<file path="src/design/sws_pkg.sv">
// Package: states, sleep type codes and timing constants for the sleep/wake sequencer
package sws_pkg;
  localparam int unsigned CLK_HZ = 40_000_000;
  localparam int unsigned OVERRIDE_SEC = 4;
  localparam longint unsigned OVERRIDE_CYC_L = longint'(CLK_HZ) * OVERRIDE_SEC;
  localparam int unsigned OVERRIDE_CYC = 32'(OVERRIDE_CYC_L);
  localparam int unsigned GRACE_NS = 1000;
  localparam int unsigned CLK_NS = 25;
  localparam int unsigned GRACE_CYC = (GRACE_NS + CLK_NS - 1) / CLK_NS;
  localparam logic [2:0] SLP_S0 = 3'h0;
  localparam logic [2:0] SLEEP_OUT_FIRST_N = 3'h1;
  localparam logic [2:0] SLEEP_OUT_SECOND_N = 3'h5;
  localparam logic [2:0] SLP_S4 = 3'h6;
  localparam logic [2:0] SLEEP_OUT_THIRD_N = 3'h7;
  localparam logic [7:0] GTIMER_OFF = 8'h00;
  localparam logic [2:0] SMB_CMD_HARD_NOCYC = 3'h3;
  localparam logic [2:0] SMB_CMD_HARD_SYS = 3'h4;
  localparam int unsigned NUM_GPI = 24;
  localparam logic [NUM_GPI-1:0] RESUME_GPI_MASK = 24'h00FF00;
  typedef enum logic [2:0] {ST_S0, ST_GRACE, ST_S1, ST_S3, ST_S4, ST_S5} sws_state_e;
endpackage

</file>
<file path="src/design/sws_sync_if.sv">
// Interface: carries raw pins into the synchroniser and clean levels out
`timescale 1ns/100ps
interface sws_sync_if;
  logic [31:0] raw;
  logic [31:0] clean;
  modport sync (input raw, output clean);
  modport user (output raw, input clean);
endinterface

</file>
<file path="src/design/sws_sync.sv">
// Three-stage pin synchroniser; a change is taken once stages two and three agree
`timescale 1ns/100ps
module sws_sync
  import sws_pkg::*;
(
  // Clock and reset
  input wire logic mclk_in,
  input wire logic rst_in,
  // Pins
  sws_sync_if.sync pins
);
  logic [31:0] s1_r, s2_r, s3_r, clean_r;
  logic [31:0] clean_nxt;
  always_comb
  begin
    clean_nxt = clean_r;
    for (int i = 0; i < 32; i++)
      if (s2_r[i] == s3_r[i])
        clean_nxt[i] = s3_r[i];
  end
  always_ff @(posedge mclk_in)
  begin
    if (rst_in)
    begin
      s1_r <= 32'hFFFFFFFF;
      s2_r <= 32'hFFFFFFFF;
      s3_r <= 32'hFFFFFFFF;
      clean_r <= 32'hFFFFFFFF;
    end
    else
    begin
      s1_r <= pins.raw;
      s2_r <= s1_r;
      s3_r <= s2_r;
      clean_r <= clean_nxt;
    end
  end
  assign pins.clean = clean_r;
endmodule

</file>
<file path="src/design/sws_top.sv">
// Sleep-state sequencer: entry, sleep rails, wake collection and power-failure policy
//
// Functional notes
// - Software masks, clears masters, writes type, sets request; device passes through C-state.
// - Button held over 4 s raises override and forces S5 without processor handshake.
// - S1 asserts only the first sleep output, gating the clock generator.
// - S3 asserts first and second outputs; S4 and S5 assert all three.
// - In S1 the two deeper-sleep outputs may be asserted.
// - Enabled wake returns to S0 and sets wake status.
// - Battery low blocks waking; events are latched and wake once it clears.
// - Power button always wakes from S1 to S5, no enable needed.
// - RTC, resume inputs, ring, codec, PMEs, LAN wake S1-S5 when enabled.
// - USB and SMBus alert wake only from S1 to S4.
// - Standby timer wakes from S1 when its range field is nonzero.
// - SMBus slave wake command always wakes S1-S5, including override S5.
// - Host-notify wakes only if enabled, and sets SMBus wake status.
// - RTC, inputs, ring, secondary PME wake S5 only if software entered it.
// - Override S5 accepts only button, SMBus wake command and SMBus hard-reset commands 3 and 4.
// - Inputs 7:0 and 23:16 wake only from S1; 15:8 from S1-S5.
// - Button status held clear while resume-well reset is low.
// - Ring going low during power loss sets ring status and wakes if ring wake is enabled.
// - Alarm enable survives power loss; alarm status cleared by resume reset.
// - Main power-good low sets main fail flag; resume reset low sets resume flag.
// - PME can wake after power loss; enable cleared by RTC reset, status by resume.
// - On return, policy 1 sends S0/S1/S3/S5 to S5, S4 stays; 0 goes S0.
`timescale 1ns/100ps
module sws_top
  import sws_pkg::*;
#(
  parameter int unsigned OVERRIDE_CYCLES = OVERRIDE_CYC
)
(
  // Clock and reset
  input wire logic mclk_in,
  input wire logic rst_in,
  // Software control
  input wire logic [2:0] sleep_type_field_in,
  input wire logic sleep_request_bit_in,
  input wire logic cstate_done_in,
  input wire logic wake_status_clr_in,
  input wire logic smbus_wake_status_clr_in,
  input wire logic alarm_wake_status_clr_in,
  input wire logic ring_wake_status_clr_in,
  input wire logic button_press_status_clr_in,
  input wire logic fail_flags_clr_in,
  input wire logic power_return_policy_bit_in,
  // Wake enables
  input wire logic alarm_wake_enable_in,
  input wire logic [NUM_GPI-1:0] input_event_enable_reg_in,
  input wire logic [2:0] usb_wake_enable_in,
  input wire logic ring_wake_enable_in,
  input wire logic codec_link_wake_enable_in,
  input wire logic primary_pme_wake_enable_in,
  input wire logic secondary_pme_wake_enable_in,
  input wire logic lan_wake_enable_in,
  input wire logic smbus_alert_wake_enable_in,
  input wire logic notify_message_wake_enable_in,
  input wire logic [7:0] global_standby_timer_range_in,
  // Wake sources (same clock domain pulses/levels)
  input wire logic alarm_event_in,
  input wire logic [NUM_GPI-1:0] general_input_event_in,
  input wire logic [2:0] usb_wake_event_in,
  input wire logic codec_link_event_in,
  input wire logic primary_pme_event_in,
  input wire logic lan_event_in,
  input wire logic standby_timeout_in,
  input wire logic smbus_cmd_valid_in,
  input wire logic [2:0] smbus_cmd_type_in,
  input wire logic smbus_wake_cmd_in,
  input wire logic notify_message_in,
  // Pins from outside the domain
  input wire logic power_button_n_in,
  input wire logic battery_low_n_in,
  input wire logic ring_indicate_n_in,
  input wire logic secondary_pme_n_in,
  input wire logic smbus_alert_n_in,
  input wire logic main_power_good_in,
  input wire logic resume_well_reset_n_in,
  input wire logic rtc_well_reset_n_in,
  // Outputs
  output logic sleep_out_first_n_out,
  output logic sleep_out_second_n_out,
  output logic sleep_out_third_n_out,
  output logic deeper_sleep_regulator_out,
  output logic deeper_sleep_cpu_n_out,
  output logic cstate_request_out,
  output logic override_event_out,
  output logic wake_status_bit_out,
  output logic smbus_wake_status_out,
  output logic alarm_wake_status_out,
  output logic ring_wake_status_out,
  output logic secondary_pme_status_out,
  output logic button_press_status_out,
  output logic main_power_fail_flag_out,
  output logic resume_power_fail_flag_out,
  output logic [2:0] state_out
);

  // ==========================================================
  // Pin synchronisation
  sws_sync_if pins ();
  sws_sync u_sync (
    .mclk_in(mclk_in),
    .rst_in(rst_in),
    .pins(pins)
  );
  assign pins.raw = {24'hFFFFFF, power_button_n_in, battery_low_n_in, ring_indicate_n_in,
                     secondary_pme_n_in, smbus_alert_n_in, main_power_good_in,
                     resume_well_reset_n_in, rtc_well_reset_n_in};
  logic btn_n, battery_low_n_n, ring_n, spme_n, salert_n, pgood, rsm_n, rtc_n;
  assign {btn_n, battery_low_n_n, ring_n, spme_n, salert_n, pgood, rsm_n, rtc_n} = pins.clean[7:0];

  // ==========================================================
  // State machine and status
  sws_state_e state_r, state_nxt;
  logic sw_entry_r, sw_entry_nxt;
  logic [31:0] hold_cnt_r, hold_cnt_nxt;
  logic [7:0] grace_cnt_r, grace_cnt_nxt;
  logic wake_pend_r, wake_pend_nxt;
  logic lost_r, lost_nxt;
  logic [2:0] lost_state_r, lost_state_nxt;
  logic pgood_d_r, rsm_d_r, ring_d_r, btn_d_r;
  logic wak_r, wak_nxt, smbs_r, smbs_nxt, alrm_r, alrm_nxt, ring_r, ring_nxt;
  logic spme_r, spme_nxt, btns_r, btns_nxt, mfail_r, mfail_nxt, rfail_r, rfail_nxt;
  logic ovr_r, ovr_nxt, spme_en_ok_r, spme_en_ok_nxt;
  logic ring_lost_r, ring_lost_nxt;
  logic in_sleep, s5_any, s5_sw, s5_ovr, wake_now, btn_press;
  logic [NUM_GPI-1:0] gpi_hit;

  assign in_sleep = (state_r == ST_S1) || (state_r == ST_S3) || (state_r == ST_S4) || (state_r == ST_S5);
  assign s5_any = (state_r == ST_S5);
  assign s5_sw = s5_any && sw_entry_r;
  assign s5_ovr = s5_any && !sw_entry_r;
  assign btn_press = btn_d_r && !btn_n;

  always_comb
  begin
    gpi_hit = general_input_event_in & input_event_enable_reg_in;
    if (state_r != ST_S1)
      gpi_hit = gpi_hit & RESUME_GPI_MASK;
    if (s5_any && !sw_entry_r)
      gpi_hit = '0;
  end

  always_comb
  begin
    wake_now = 1'b0;
    if (in_sleep)
    begin
      wake_now = btn_press;
      wake_now = wake_now || smbus_wake_cmd_in;
      wake_now = wake_now || (smbus_cmd_valid_in && ((smbus_cmd_type_in == SMB_CMD_HARD_NOCYC)
                 || (smbus_cmd_type_in == SMB_CMD_HARD_SYS)));
      if (!s5_ovr)
      begin
        wake_now = wake_now || (|gpi_hit) || (codec_link_event_in && codec_link_wake_enable_in)
                   || (primary_pme_event_in && primary_pme_wake_enable_in)
                   || (lan_event_in && lan_wake_enable_in)
                   || (notify_message_in && notify_message_wake_enable_in);
        if (!s5_any || s5_sw)
          wake_now = wake_now || (alrm_r && alarm_wake_enable_in) || (ring_r && ring_wake_enable_in)
                     || (spme_r && secondary_pme_wake_enable_in && spme_en_ok_r);
        if (!s5_any)
          wake_now = wake_now || (|(usb_wake_event_in & usb_wake_enable_in))
                     || (!salert_n && smbus_alert_wake_enable_in);
        if (state_r == ST_S1)
          wake_now = wake_now || (standby_timeout_in && (global_standby_timer_range_in != GTIMER_OFF));
      end
    end
  end

  always_comb
  begin
    state_nxt = state_r;
    sw_entry_nxt = sw_entry_r;
    hold_cnt_nxt = btn_n ? 32'h0 : hold_cnt_r + 32'h1;
    grace_cnt_nxt = grace_cnt_r;
    wake_pend_nxt = wake_pend_r || wake_now;
    ovr_nxt = 1'b0;
    lost_nxt = lost_r;
    lost_state_nxt = lost_state_r;
    wak_nxt = wak_r && !wake_status_clr_in;
    smbs_nxt = (smbs_r && !smbus_wake_status_clr_in)
               || (in_sleep && notify_message_in && notify_message_wake_enable_in);
    alrm_nxt = (alrm_r && !alarm_wake_status_clr_in) || alarm_event_in;
    ring_nxt = (ring_r && !ring_wake_status_clr_in) || (ring_d_r && !ring_n);
    // Secondary PME status shares the ring status clear strobe
    spme_nxt = (spme_r && !ring_wake_status_clr_in) || !spme_n;
    btns_nxt = (btns_r && !button_press_status_clr_in) || btn_press;
    mfail_nxt = (mfail_r && !fail_flags_clr_in) || (pgood_d_r && !pgood);
    rfail_nxt = (rfail_r && !fail_flags_clr_in) || (rsm_d_r && !rsm_n);
    spme_en_ok_nxt = spme_en_ok_r;
    ring_lost_nxt = ring_lost_r;
    if (!rtc_n)
      spme_en_ok_nxt = 1'b0;
    else if (secondary_pme_wake_enable_in && !lost_r)
      spme_en_ok_nxt = 1'b1;
    if (!pgood || !rsm_n)
    begin
      if (!lost_r)
        lost_state_nxt = (state_r == ST_S4) ? SLP_S4 : (state_r == ST_S5) ? SLEEP_OUT_THIRD_N : SLP_S0;
      lost_nxt = 1'b1;
      if (!ring_n)
        ring_lost_nxt = 1'b1;
    end
    if (!rsm_n)
    begin
      btns_nxt = 1'b0;
      alrm_nxt = 1'b0;
      spme_nxt = 1'b0;
      wake_pend_nxt = 1'b0;
    end
    unique case (state_r)
      ST_S0:
      begin
        if (sleep_request_bit_in && (sleep_type_field_in != SLP_S0))
        begin
          state_nxt = ST_GRACE;
          grace_cnt_nxt = 8'(GRACE_CYC);
        end
      end
      ST_GRACE:
      begin
        if (cstate_done_in || (grace_cnt_r == 8'h00))
        begin
          sw_entry_nxt = 1'b1;
          unique case (sleep_type_field_in)
            SLEEP_OUT_FIRST_N: state_nxt = ST_S1;
            SLEEP_OUT_SECOND_N: state_nxt = ST_S3;
            SLP_S4: state_nxt = ST_S4;
            default: state_nxt = ST_S5;
          endcase
        end
        else
          grace_cnt_nxt = grace_cnt_r - 8'h01;
      end
      ST_S1, ST_S3, ST_S4, ST_S5:
      begin
        if ((wake_pend_r || wake_now) && battery_low_n_n)
        begin
          state_nxt = ST_S0;
          wak_nxt = 1'b1;
          wake_pend_nxt = 1'b0;
        end
      end
    endcase
    if (state_r != ST_S5 && hold_cnt_r == OVERRIDE_CYCLES)
    begin
      state_nxt = ST_S5;
      sw_entry_nxt = 1'b0;
      ovr_nxt = 1'b1;
      wake_pend_nxt = 1'b0;
    end
    if (lost_r && pgood && rsm_n)
    begin
      lost_nxt = 1'b0;
      wake_pend_nxt = 1'b0;
      sw_entry_nxt = 1'b0;
      if (!power_return_policy_bit_in)
        state_nxt = ST_S0;
      else
        state_nxt = (lost_state_r == SLP_S4) ? ST_S4 : ST_S5;
      if (ring_lost_r)
      begin
        ring_nxt = 1'b1;
        ring_lost_nxt = 1'b0;
        if (power_return_policy_bit_in && ring_wake_enable_in)
          wake_pend_nxt = 1'b1;
      end
    end
  end

  always_ff @(posedge mclk_in)
  begin
    if (rst_in)
    begin
      state_r <= ST_S0;
      sw_entry_r <= 1'b0;
      hold_cnt_r <= 32'h0;
      grace_cnt_r <= 8'h00;
      wake_pend_r <= 1'b0;
      lost_r <= 1'b0;
      lost_state_r <= SLP_S0;
      pgood_d_r <= 1'b1;
      rsm_d_r <= 1'b1;
      ring_d_r <= 1'b1;
      btn_d_r <= 1'b1;
      {wak_r, smbs_r, alrm_r, ring_r, spme_r, btns_r, mfail_r, rfail_r} <= 8'h00;
      ovr_r <= 1'b0;
      spme_en_ok_r <= 1'b0;
      ring_lost_r <= 1'b0;
    end
    else
    begin
      state_r <= state_nxt;
      sw_entry_r <= sw_entry_nxt;
      hold_cnt_r <= hold_cnt_nxt;
      grace_cnt_r <= grace_cnt_nxt;
      wake_pend_r <= wake_pend_nxt;
      lost_r <= lost_nxt;
      lost_state_r <= lost_state_nxt;
      pgood_d_r <= pgood;
      rsm_d_r <= rsm_n;
      ring_d_r <= ring_n;
      btn_d_r <= btn_n;
      {wak_r, smbs_r, alrm_r, ring_r, spme_r, btns_r, mfail_r, rfail_r} <=
        {wak_nxt, smbs_nxt, alrm_nxt, ring_nxt, spme_nxt, btns_nxt, mfail_nxt, rfail_nxt};
      ovr_r <= ovr_nxt;
      spme_en_ok_r <= spme_en_ok_nxt;
      ring_lost_r <= ring_lost_nxt;
    end
  end

  // ==========================================================
  // Output registers
  always_ff @(posedge mclk_in)
  begin
    if (rst_in)
    begin
      sleep_out_first_n_out <= 1'b1;
      sleep_out_second_n_out <= 1'b1;
      sleep_out_third_n_out <= 1'b1;
      deeper_sleep_regulator_out <= 1'b0;
      deeper_sleep_cpu_n_out <= 1'b1;
      cstate_request_out <= 1'b0;
      state_out <= SLP_S0;
    end
    else
    begin
      sleep_out_first_n_out <= !(state_nxt inside {ST_S1, ST_S3, ST_S4, ST_S5});
      sleep_out_second_n_out <= !(state_nxt inside {ST_S3, ST_S4, ST_S5});
      sleep_out_third_n_out <= !(state_nxt inside {ST_S4, ST_S5});
      deeper_sleep_regulator_out <= (state_nxt == ST_S1);
      deeper_sleep_cpu_n_out <= !(state_nxt == ST_S1);
      cstate_request_out <= (state_nxt == ST_GRACE);
      state_out <= (state_nxt == ST_S1) ? SLEEP_OUT_FIRST_N : (state_nxt == ST_S3) ? SLEEP_OUT_SECOND_N :
                   (state_nxt == ST_S4) ? SLP_S4 : (state_nxt == ST_S5) ? SLEEP_OUT_THIRD_N : SLP_S0;
    end
  end
  assign override_event_out = ovr_r;
  assign wake_status_bit_out = wak_r;
  assign smbus_wake_status_out = smbs_r;
  assign alarm_wake_status_out = alrm_r;
  assign ring_wake_status_out = ring_r;
  assign secondary_pme_status_out = spme_r;
  assign button_press_status_out = btns_r;
  assign main_power_fail_flag_out = mfail_r;
  assign resume_power_fail_flag_out = rfail_r;

  // ==========================================================
  // Assertions
  s1_rails_a: assert property (@(posedge mclk_in) disable iff (rst_in)
    state_r == ST_S1 |-> !sleep_out_first_n_out && sleep_out_second_n_out && sleep_out_third_n_out)
    else $error("S1 rails wrong");
  s3_rails_a: assert property (@(posedge mclk_in) disable iff (rst_in)
    state_r == ST_S3 |-> !sleep_out_second_n_out && sleep_out_third_n_out)
    else $error("S3 rails wrong");
  s45_rails_a: assert property (@(posedge mclk_in) disable iff (rst_in)
    (state_r == ST_S4 || state_r == ST_S5) |-> !sleep_out_third_n_out && !sleep_out_first_n_out)
    else $error("S4/S5 rails wrong");
  wake_status_a: assert property (@(posedge mclk_in) disable iff (rst_in)
    in_sleep && state_nxt == ST_S0 && !lost_r |=> wak_r)
    else $error("wake status not set");
  battery_low_n_hold_a: assert property (@(posedge mclk_in) disable iff (rst_in)
    in_sleep && !battery_low_n_n && !lost_r && hold_cnt_r != OVERRIDE_CYCLES |=> state_r == $past(state_r))
    else $error("woke under battery low");
  usb_s5_a: assert property (@(posedge mclk_in) disable iff (rst_in)
    s5_any && !btn_press && !smbus_wake_cmd_in && !smbus_cmd_valid_in && !notify_message_in
    && !(|gpi_hit) && !codec_link_event_in && !primary_pme_event_in && !lan_event_in
    && !alrm_r && !ring_r && !spme_r |-> !wake_now)
    else $error("S5 wake from S1-S4 source");
  btn_clear_a: assert property (@(posedge mclk_in) disable iff (rst_in)
    !rsm_n |=> !btns_r)
    else $error("button status not cleared");
  mfail_set_a: assert property (@(posedge mclk_in) disable iff (rst_in)
    pgood_d_r && !pgood |=> mfail_r)
    else $error("main fail flag not set");
  override_a: assert property (@(posedge mclk_in) disable iff (rst_in)
    ovr_r |-> state_r == ST_S5 && !sw_entry_r)
    else $error("override did not reach S5");
  policy_a: assert property (@(posedge mclk_in) disable iff (rst_in)
    lost_r && pgood && rsm_n && !power_return_policy_bit_in |=> state_r == ST_S0)
    else $error("power return policy ignored");
endmodule

</file>
<file path="config.mk">
export PLATFORM = sky130hd
export DESIGN_NAME = sws_top
export DESIGN_NICKNAME = d
export VERILOG_FILES = /design/src/design/sws_pkg.sv /design/src/design/sws_sync_if.sv /design/src/design/sws_sync.sv /design/src/design/sws_top.sv
export SDC_FILE = /design/constraint.sdc
export NUM_CORES = 1
export LEC_CHECK = 0
export BUFFER_PORTS_ARGS = -buffer_cell sky130_fd_sc_hd__buf_2
export CAP_MARGIN = 20
export CORE_ASPECT_RATIO = 0.75
export CORE_MARGIN = 5
export CORE_UTILIZATION = 45
export CTS_BUF_LIST = sky130_fd_sc_hd__clkbuf_4 sky130_fd_sc_hd__clkbuf_8
export DETAILED_ROUTE_END_ITERATION = 10
export PLACE_DENSITY = 0.81
export SLEW_MARGIN = 15
export SYNTH_ARGS = -nofsm -noshare
export SYNTH_HDL_FRONTEND = slang
export SYNTH_SLANG_ARGS = --single-unit
export TNS_END_PERCENT = 50
</file>
<file path="constraint.sdc">
create_clock -name mclk_in -period 6.2 [get_ports mclk_in]
set_input_delay 0.31 -clock mclk_in [delete_from_list [all_inputs] [get_ports mclk_in]]
set_output_delay 0.31 -clock mclk_in [all_outputs]
set_load 0.05 [all_outputs]
</file>
### Word-level counts from Yosys, hierarchy flattened

Cells that the tools add are included.

* register bits: 105
* bits in read-only memories: 0
* memories: 0
* latch bits: 0
* RAM bits: 0
* logic and storage cells: 225

* reduce and logical (&&, ||, !) cells: 102
* multipliers: 0
* bitwise operators: 5
* eq/ne operators: 29
* shift operators: 0
* multiplexer cells: 45
* $lt $le $gt $ge: 0
* add/subtract/negate cells: 2
* div/mod/pow operators: 0

Operators by type and width (number)
* 24-bit 2-to-1 mux: 2
* 1-bit logical AND: 34
* 3-bit 2-to-1 mux: 11
* 32-bit by 1-bit adder with 32-bit output, second input constant: 1
* 32-bit by 28-bit == test with 1-bit output, second input constant: 1
* 1-bit logical OR: 28
* 1-bit 2-to-1 mux: 27
* 24-bit bitwise AND: 1
* 3-bit == test, second input constant: 8
* 24-bit OR reduction: 1
* 1-bit zero test: 19
* 3-bit case mux with 3 select lines: 2
* 8-bit 2-to-1 mux: 2
* 8-bit case mux with 2 select lines: 1
* 3-bit by 2-bit == test with 1-bit output, second input constant: 5
* 2-bit OR reduction: 5
* 3-bit by 1-bit == test with 1-bit output, second input constant: 3
* 3-bit OR reduction: 3
* 1-bit == test: 8
* 8-bit zero test: 1
* 8-bit nonzero test: 1
* 8-bit by 1-bit subtractor with 8-bit output, second input constant: 1
* 3-bit nonzero test: 2
* 2-bit != test, second input constant: 2
* 10 further kinds: 14

### Longest topological paths before layout

* depth after elaboration: 35
* gate-level depth with buffers: 9
* mapped depth without buffers: 9

### By module

From an unflattened synthesis, not the netlist that was laid out.

* cell total of the unflattened synthesis: 736
* area total of the unflattened synthesis: 7257.0 um^2

By module, submodules not included
* sws_sync: cells each 334, times used 1, area each 3816.2 um^2
* sws_top: cells each 402, times used 1, area each 3440.8 um^2

### Least setup slack after synthesis

OpenSTA, ideal clock, no wires.

* path type: register to register
* start: register state_r[1]
* end: register sleep_out_first_n_out
* cell stages (with the launch flop): 9
* path buffers: 1
* setup slack: 3882 ps
* required time: 6079 ps
* data arrival time: 2197 ps
* cell sequence: dfxtp_1 -> inv_1 -> ha_1 -> clkbuf_1 -> or4_1 -> a21oi_2 -> a21boi_1 -> or3_4 -> mux2_4

* cells in the longest elaborated chain, start to end: 33
* elaborated cells on any way between the ends: 54

RTL lines
* from (decl): line sws_top.sv:115 `sws_state_e state_r, state_nxt;`
* from (signal assigned): line sws_top.sv:295 `state_r <= state_nxt;`
* 3-bit by 2-bit != test with 1-bit output / 3-bit == test (equally long branches)
* 24-bit 2-to-1 mux / 1-bit logical AND (equally long branches): line sws_top.sv:139, sws_top.sv:133, sws_top.sv:141
* 24-bit 2-to-1 mux: line sws_top.sv:141 `if (s5_any && !sw_entry_r)`
* 24-bit OR reduction: line sws_top.sv:156 `wake_now = wake_now || (|gpi_hit) || (codec_link_event_in && codec_link_wake_enable_in)`
* 1-bit logical OR (2 in a row): line sws_top.sv:156
* 1-bit logical OR: line sws_top.sv:157 `|| (primary_pme_event_in && primary_pme_wake_enable_in)`
* 1-bit logical OR: line sws_top.sv:158 `|| (lan_event_in && lan_wake_enable_in)`
* 1-bit logical OR: line sws_top.sv:159 `|| (notify_message_in && notify_message_wake_enable_in);`
* (+16 left out)
* 1-bit logical AND: line sws_top.sv:239 `if ((wake_pend_r || wake_now) && battery_low_n_n)`
* 3-bit 2-to-1 mux: line sws_top.sv:239
* 3-bit case mux with 3 select lines: line sws_top.sv:213 `unique case (state_r)`
* 3-bit 2-to-1 mux *: line sws_top.sv:247 `if (state_r != ST_S5 && hold_cnt_r == OVERRIDE_CYCLES)`
* 3-bit 2-to-1 mux *: line sws_top.sv:254 `if (lost_r && pgood && rsm_n)`
* 3-bit by 2-bit == test with 1-bit output / 3-bit == test (equally long branches): line sws_top.sv:330 `sleep_out_first_n_out <= !(state_nxt inside {ST_S1, ST_S3, ST_S4, ST_S5});`
* 4-bit nonzero test *: line sws_top.sv:330
* 1-bit zero test *: line sws_top.sv:330
* to (signal assigned): line sws_top.sv:330
* to (decl): line sws_top.sv:81 `output logic sleep_out_first_n_out,`

Mark *: on every way between the ends. The rest lies on a longest branch, timed or not. The select of a mux whose other input is x is not followed.
A chain may end at the register's enable or synchronous reset.

### Worst setup path after layout

* start: register hold_cnt_r[0]
* end: register sleep_out_first_n_out

* cells in the longest elaborated chain, start to end: 7
* elaborated cells on any way between the ends: 10

RTL lines
* from (decl): line sws_top.sv:117 `logic [31:0] hold_cnt_r, hold_cnt_nxt;`
* from (signal assigned): line sws_top.sv:297 `hold_cnt_r <= hold_cnt_nxt;`
* 32-bit by 28-bit == test with 1-bit output *: line sws_top.sv:247
* 1-bit logical AND *: line sws_top.sv:247
* 3-bit 2-to-1 mux *: line sws_top.sv:247
* 3-bit 2-to-1 mux *: line sws_top.sv:254
* 3-bit by 2-bit == test with 1-bit output / 3-bit == test (equally long branches): line sws_top.sv:330
* 4-bit nonzero test *: line sws_top.sv:330
* 1-bit zero test *: line sws_top.sv:330

Mark *: on every way between the ends. The rest lies on a longest branch, timed or not.

==> impl_metrics.json <==
{
  "worst_slew_pin_slew_ns": 0.8297,
  "hold_viol_final": 0,
  "max-slew-margin-rel": 0.4468,
  "fin_crit_ns": 2.645,
  "yosys.area.top_type": "dfxtp_1",
  "post-route-util": 0.5646,
  "grt_max_degree": 58,
  "die_area_um2": 11480,
  "start_kind": "register",
  "worstSetupPathType": "reg2reg",
  "cap_violations": 0,
  "grt_pass1_wl_um": 15730,
  "gp_congestion": 0.8621,
  "wire_per_inst_um": 13.68,
  "worstPathRequired_ns": 6.46,
  "gr-usage-met3": 0.04395,
  "drt_iter0_drc": 332,
  "top_level_ports": 121,
  "die_y_um": 94.07,
  "drc": 0,
  "clk_path_buf_depth": 2,
  "portBuffers": 120,
  "grt.busiest_layer": "met2",
  "clk_latency_ns": 0.37,
  "vias": 3676,
  "synth.top_cells.by_area": "dfxtp_1 (49%), nor2_1 (5.8%), or2_2 (4.3%)",
  "fin_tns_setup_ns": 0,
  "hold_path.class": "in2reg",
  "grtUsageMet2": 0.2900,
  "core-area_um2": 9121,
  "wirelength_um": 9793,
  "rows": 30,
  "synth_area_per_cell_um2": 9.139,
  "cts_buffers": 9,
  "synth_nets": 572,
  "synth_seq_cells": 104,
  "ys.flop_type": "dfxtp_1",
  "power.leakage_nw": 2.080,
  "status": "complete, no violations",
  "fin_hold_ws_ns": 0.1112,
  "grt_overflow_total": 0,
  "power_density_nw_per_um2": 252.7,
  "initial_core_util": 0.4649,
  "viasPerCell": 5.134,
  "synth_commonest_cells": "dfxtp_1 (104), nor2_1 (66), a21oi_1 (31), or2_2 (29)",
  "synthToLayoutAreaGrowth_pct": 21.45,
  "die_w_um": 122.1,
  "grt_antenna_before_repair": 0,
  "ys_seq_area_frac": 0.4910,
  "cp_max_fo": 10,
  "fmax_ghz": 0.3780,
  "async_reset_ff_frac": 0,
  "synth_cells": 464,
  "synth_edf_count": 0,
  "dp_hpwl_um": 7535,
  "n_antenna_cell": 0,
  "cts_tree": "built",
  "yosysWarnings": 0,
  "final-setup-viol-count": 0,
  "post_cts_buffers": 0,
  "setup.worst_path.end_class": "register",
  "nets": 691,
  "cts_resized": 0,
  "grt_use_met1": 0.2100,
  "cts_max_level": 3,
  "drive_above_1_share": 0.2925,
  "clk_transition_reported_paths_ns": 0.11,
  "final_max_slew_viol_count": 0,
  "ir_drop_v": 0.0001805,
  "first_global_vias": 3512,
  "netlist.area_leader.share": 0.4910,
  "synth.cell_area_um2": 4240,
  "grt.total_usage": 0.1696,
  "fin_skew_ns": 0.01286,
  "clockRootBuffer": "clkbuf_8",
  "postCtsHoldBufs": 0,
  "yosysMostFrequentCell": "dfxtp_1",
  "synthDistinctLibCells": 56,
  "antenna_left": 0,
  "cts_sinks": 104,
  "first_pass_iters": 4,
  "min_period_over_period": 0.4267,
  "rsz0062_at_grt": "no",
  "critical_path_arrival_ns": 2.91
}
[kinds of logic after synthesis]
logic type,after synthesis,share of synthesized area
AND/OR/NAND/NOR,201,0.2541
flip-flops,104,0.4910
XOR/XNOR,33,0.06816
buffers and inverters,29,0.02567
multiplexers,2,0.005901
adder cells (fa/ha/maj),5,0.01475
AO/OA/AOI/OAI,90,0.1405
[worst paths after layout]
path              slack, ns                      start                          endpoint  cells past startpoint
hold / removal         0.11           smbus_alert_n_in         u_sync.s1_r[3]$_SDFF_PP1_                      2
hold reg to reg        0.41  u_sync.s1_r[1]$_SDFF_PP1_         u_sync.s2_r[1]$_SDFF_PP1_                      1
setup reg to reg       3.55   hold_cnt_r[0]$_SDFF_PP0_  sleep_out_first_n_out$_SDFF_PP1_                      8
setup / recovery       3.55   hold_cnt_r[0]$_SDFF_PP0_  sleep_out_first_n_out$_SDFF_PP1_                      8
[power by group]
group	internal (mW)	leakage [nW]	switching, mW	total (mW)
Sequential	0.694	0.847	0.0178	0.712
Clock	0.159	0.101	0.252	0.411
Combinational	0.0806	1.13	0.0976	0.178
[metrics by stage]
step / instances / cell area (um2) / power, mW / setup slack [ns]
after global routing: 716 / 5150 / 1.363 / 3.488
after CTS: 716 / 5150 / 1.312 / 3.651
after detailed placement: 700 / 4956 / 0.9049 / 3.679
after global placement: 700 / 4956 / 0.8962 / 3.721
after floorplan: 464 / 4240 / 0.8421 / 3.882
final: 716 / 5150 / 1.301 / 3.555
[final cells by class]
type                            count  area, um2
Timing Repair Buffer              120      600.6
Tap cell                          128      160.2
Fill cell                         822       3971
Multi-Input combinational cell    331       2049
Clock inverter                      7      70.07
Inverter                           17      63.81
Sequential cell                   104       2082
Clock buffer                        9      123.9
[routing by layer]
metal | part of all wire | wire length (um)
met4 | 0.013 | 131
met2 | 0.47 | 4576
met1 | 0.44 | 4283
met3 | 0.082 | 802
met5 | 0 | 0
[critical path, stage by stage, from the launching register on]
cell and delay [ns]:
dfxtp_1 0.34, inv_1 0.06, ha_1 0.13, nor4b_1 0.40
nand4_1 0.19, o31ai_1 0.66, a21oi_1 0.20, o2bb2ai_2 0.25
mux2_4 0.31
[cells in the final DEF, fill, tap and decap left out, types with 3 or more instances in the layout]
cell / Yosys / routed
buf_2: 0 / 120
dfxtp_1: 104 / 104
nor2_1: 66 / 66
a21oi_1: 31 / 31
or2_2: 29 / 29
nand2_1: 18 / 18
xor2_1: 18 / 18
inv_1: 16 / 16
xnor2_1: 15 / 15
nand3_1: 13 / 13
nand4_1: 12 / 12
nand2b_1: 10 / 10
o21ai_0: 10 / 10
nor4_1: 9 / 9
o21bai_1: 9 / 9
clkbuf_8: 0 / 9
and3_1: 8 / 8
a22oi_1: 7 / 7
or3_1: 6 / 6
a221oi_1: 5 / 5
ha_1: 5 / 5
a22o_1: 4 / 4
and2_1: 4 / 4
nor4b_1: 4 / 4
nor3b_1: 4 / 4
nor2b_1: 3 / 3
a21o_1: 3 / 3
and4_1: 3 / 3
nor3_1: 3 / 3
inv_6: 0 / 3
[sequential cells by signal, indices dropped and copies added (netlist names), 2 cells and up]
signal             count
hold_cnt_r            32
u_sync.s2_r            8
grace_cnt_r            8
u_sync.s3_r            8
state_out              3
state_r                3
lost_state_r           2
u_sync.s1_r            8
u_sync.pins.clean      8
Power figures use the tool's default switching activity.
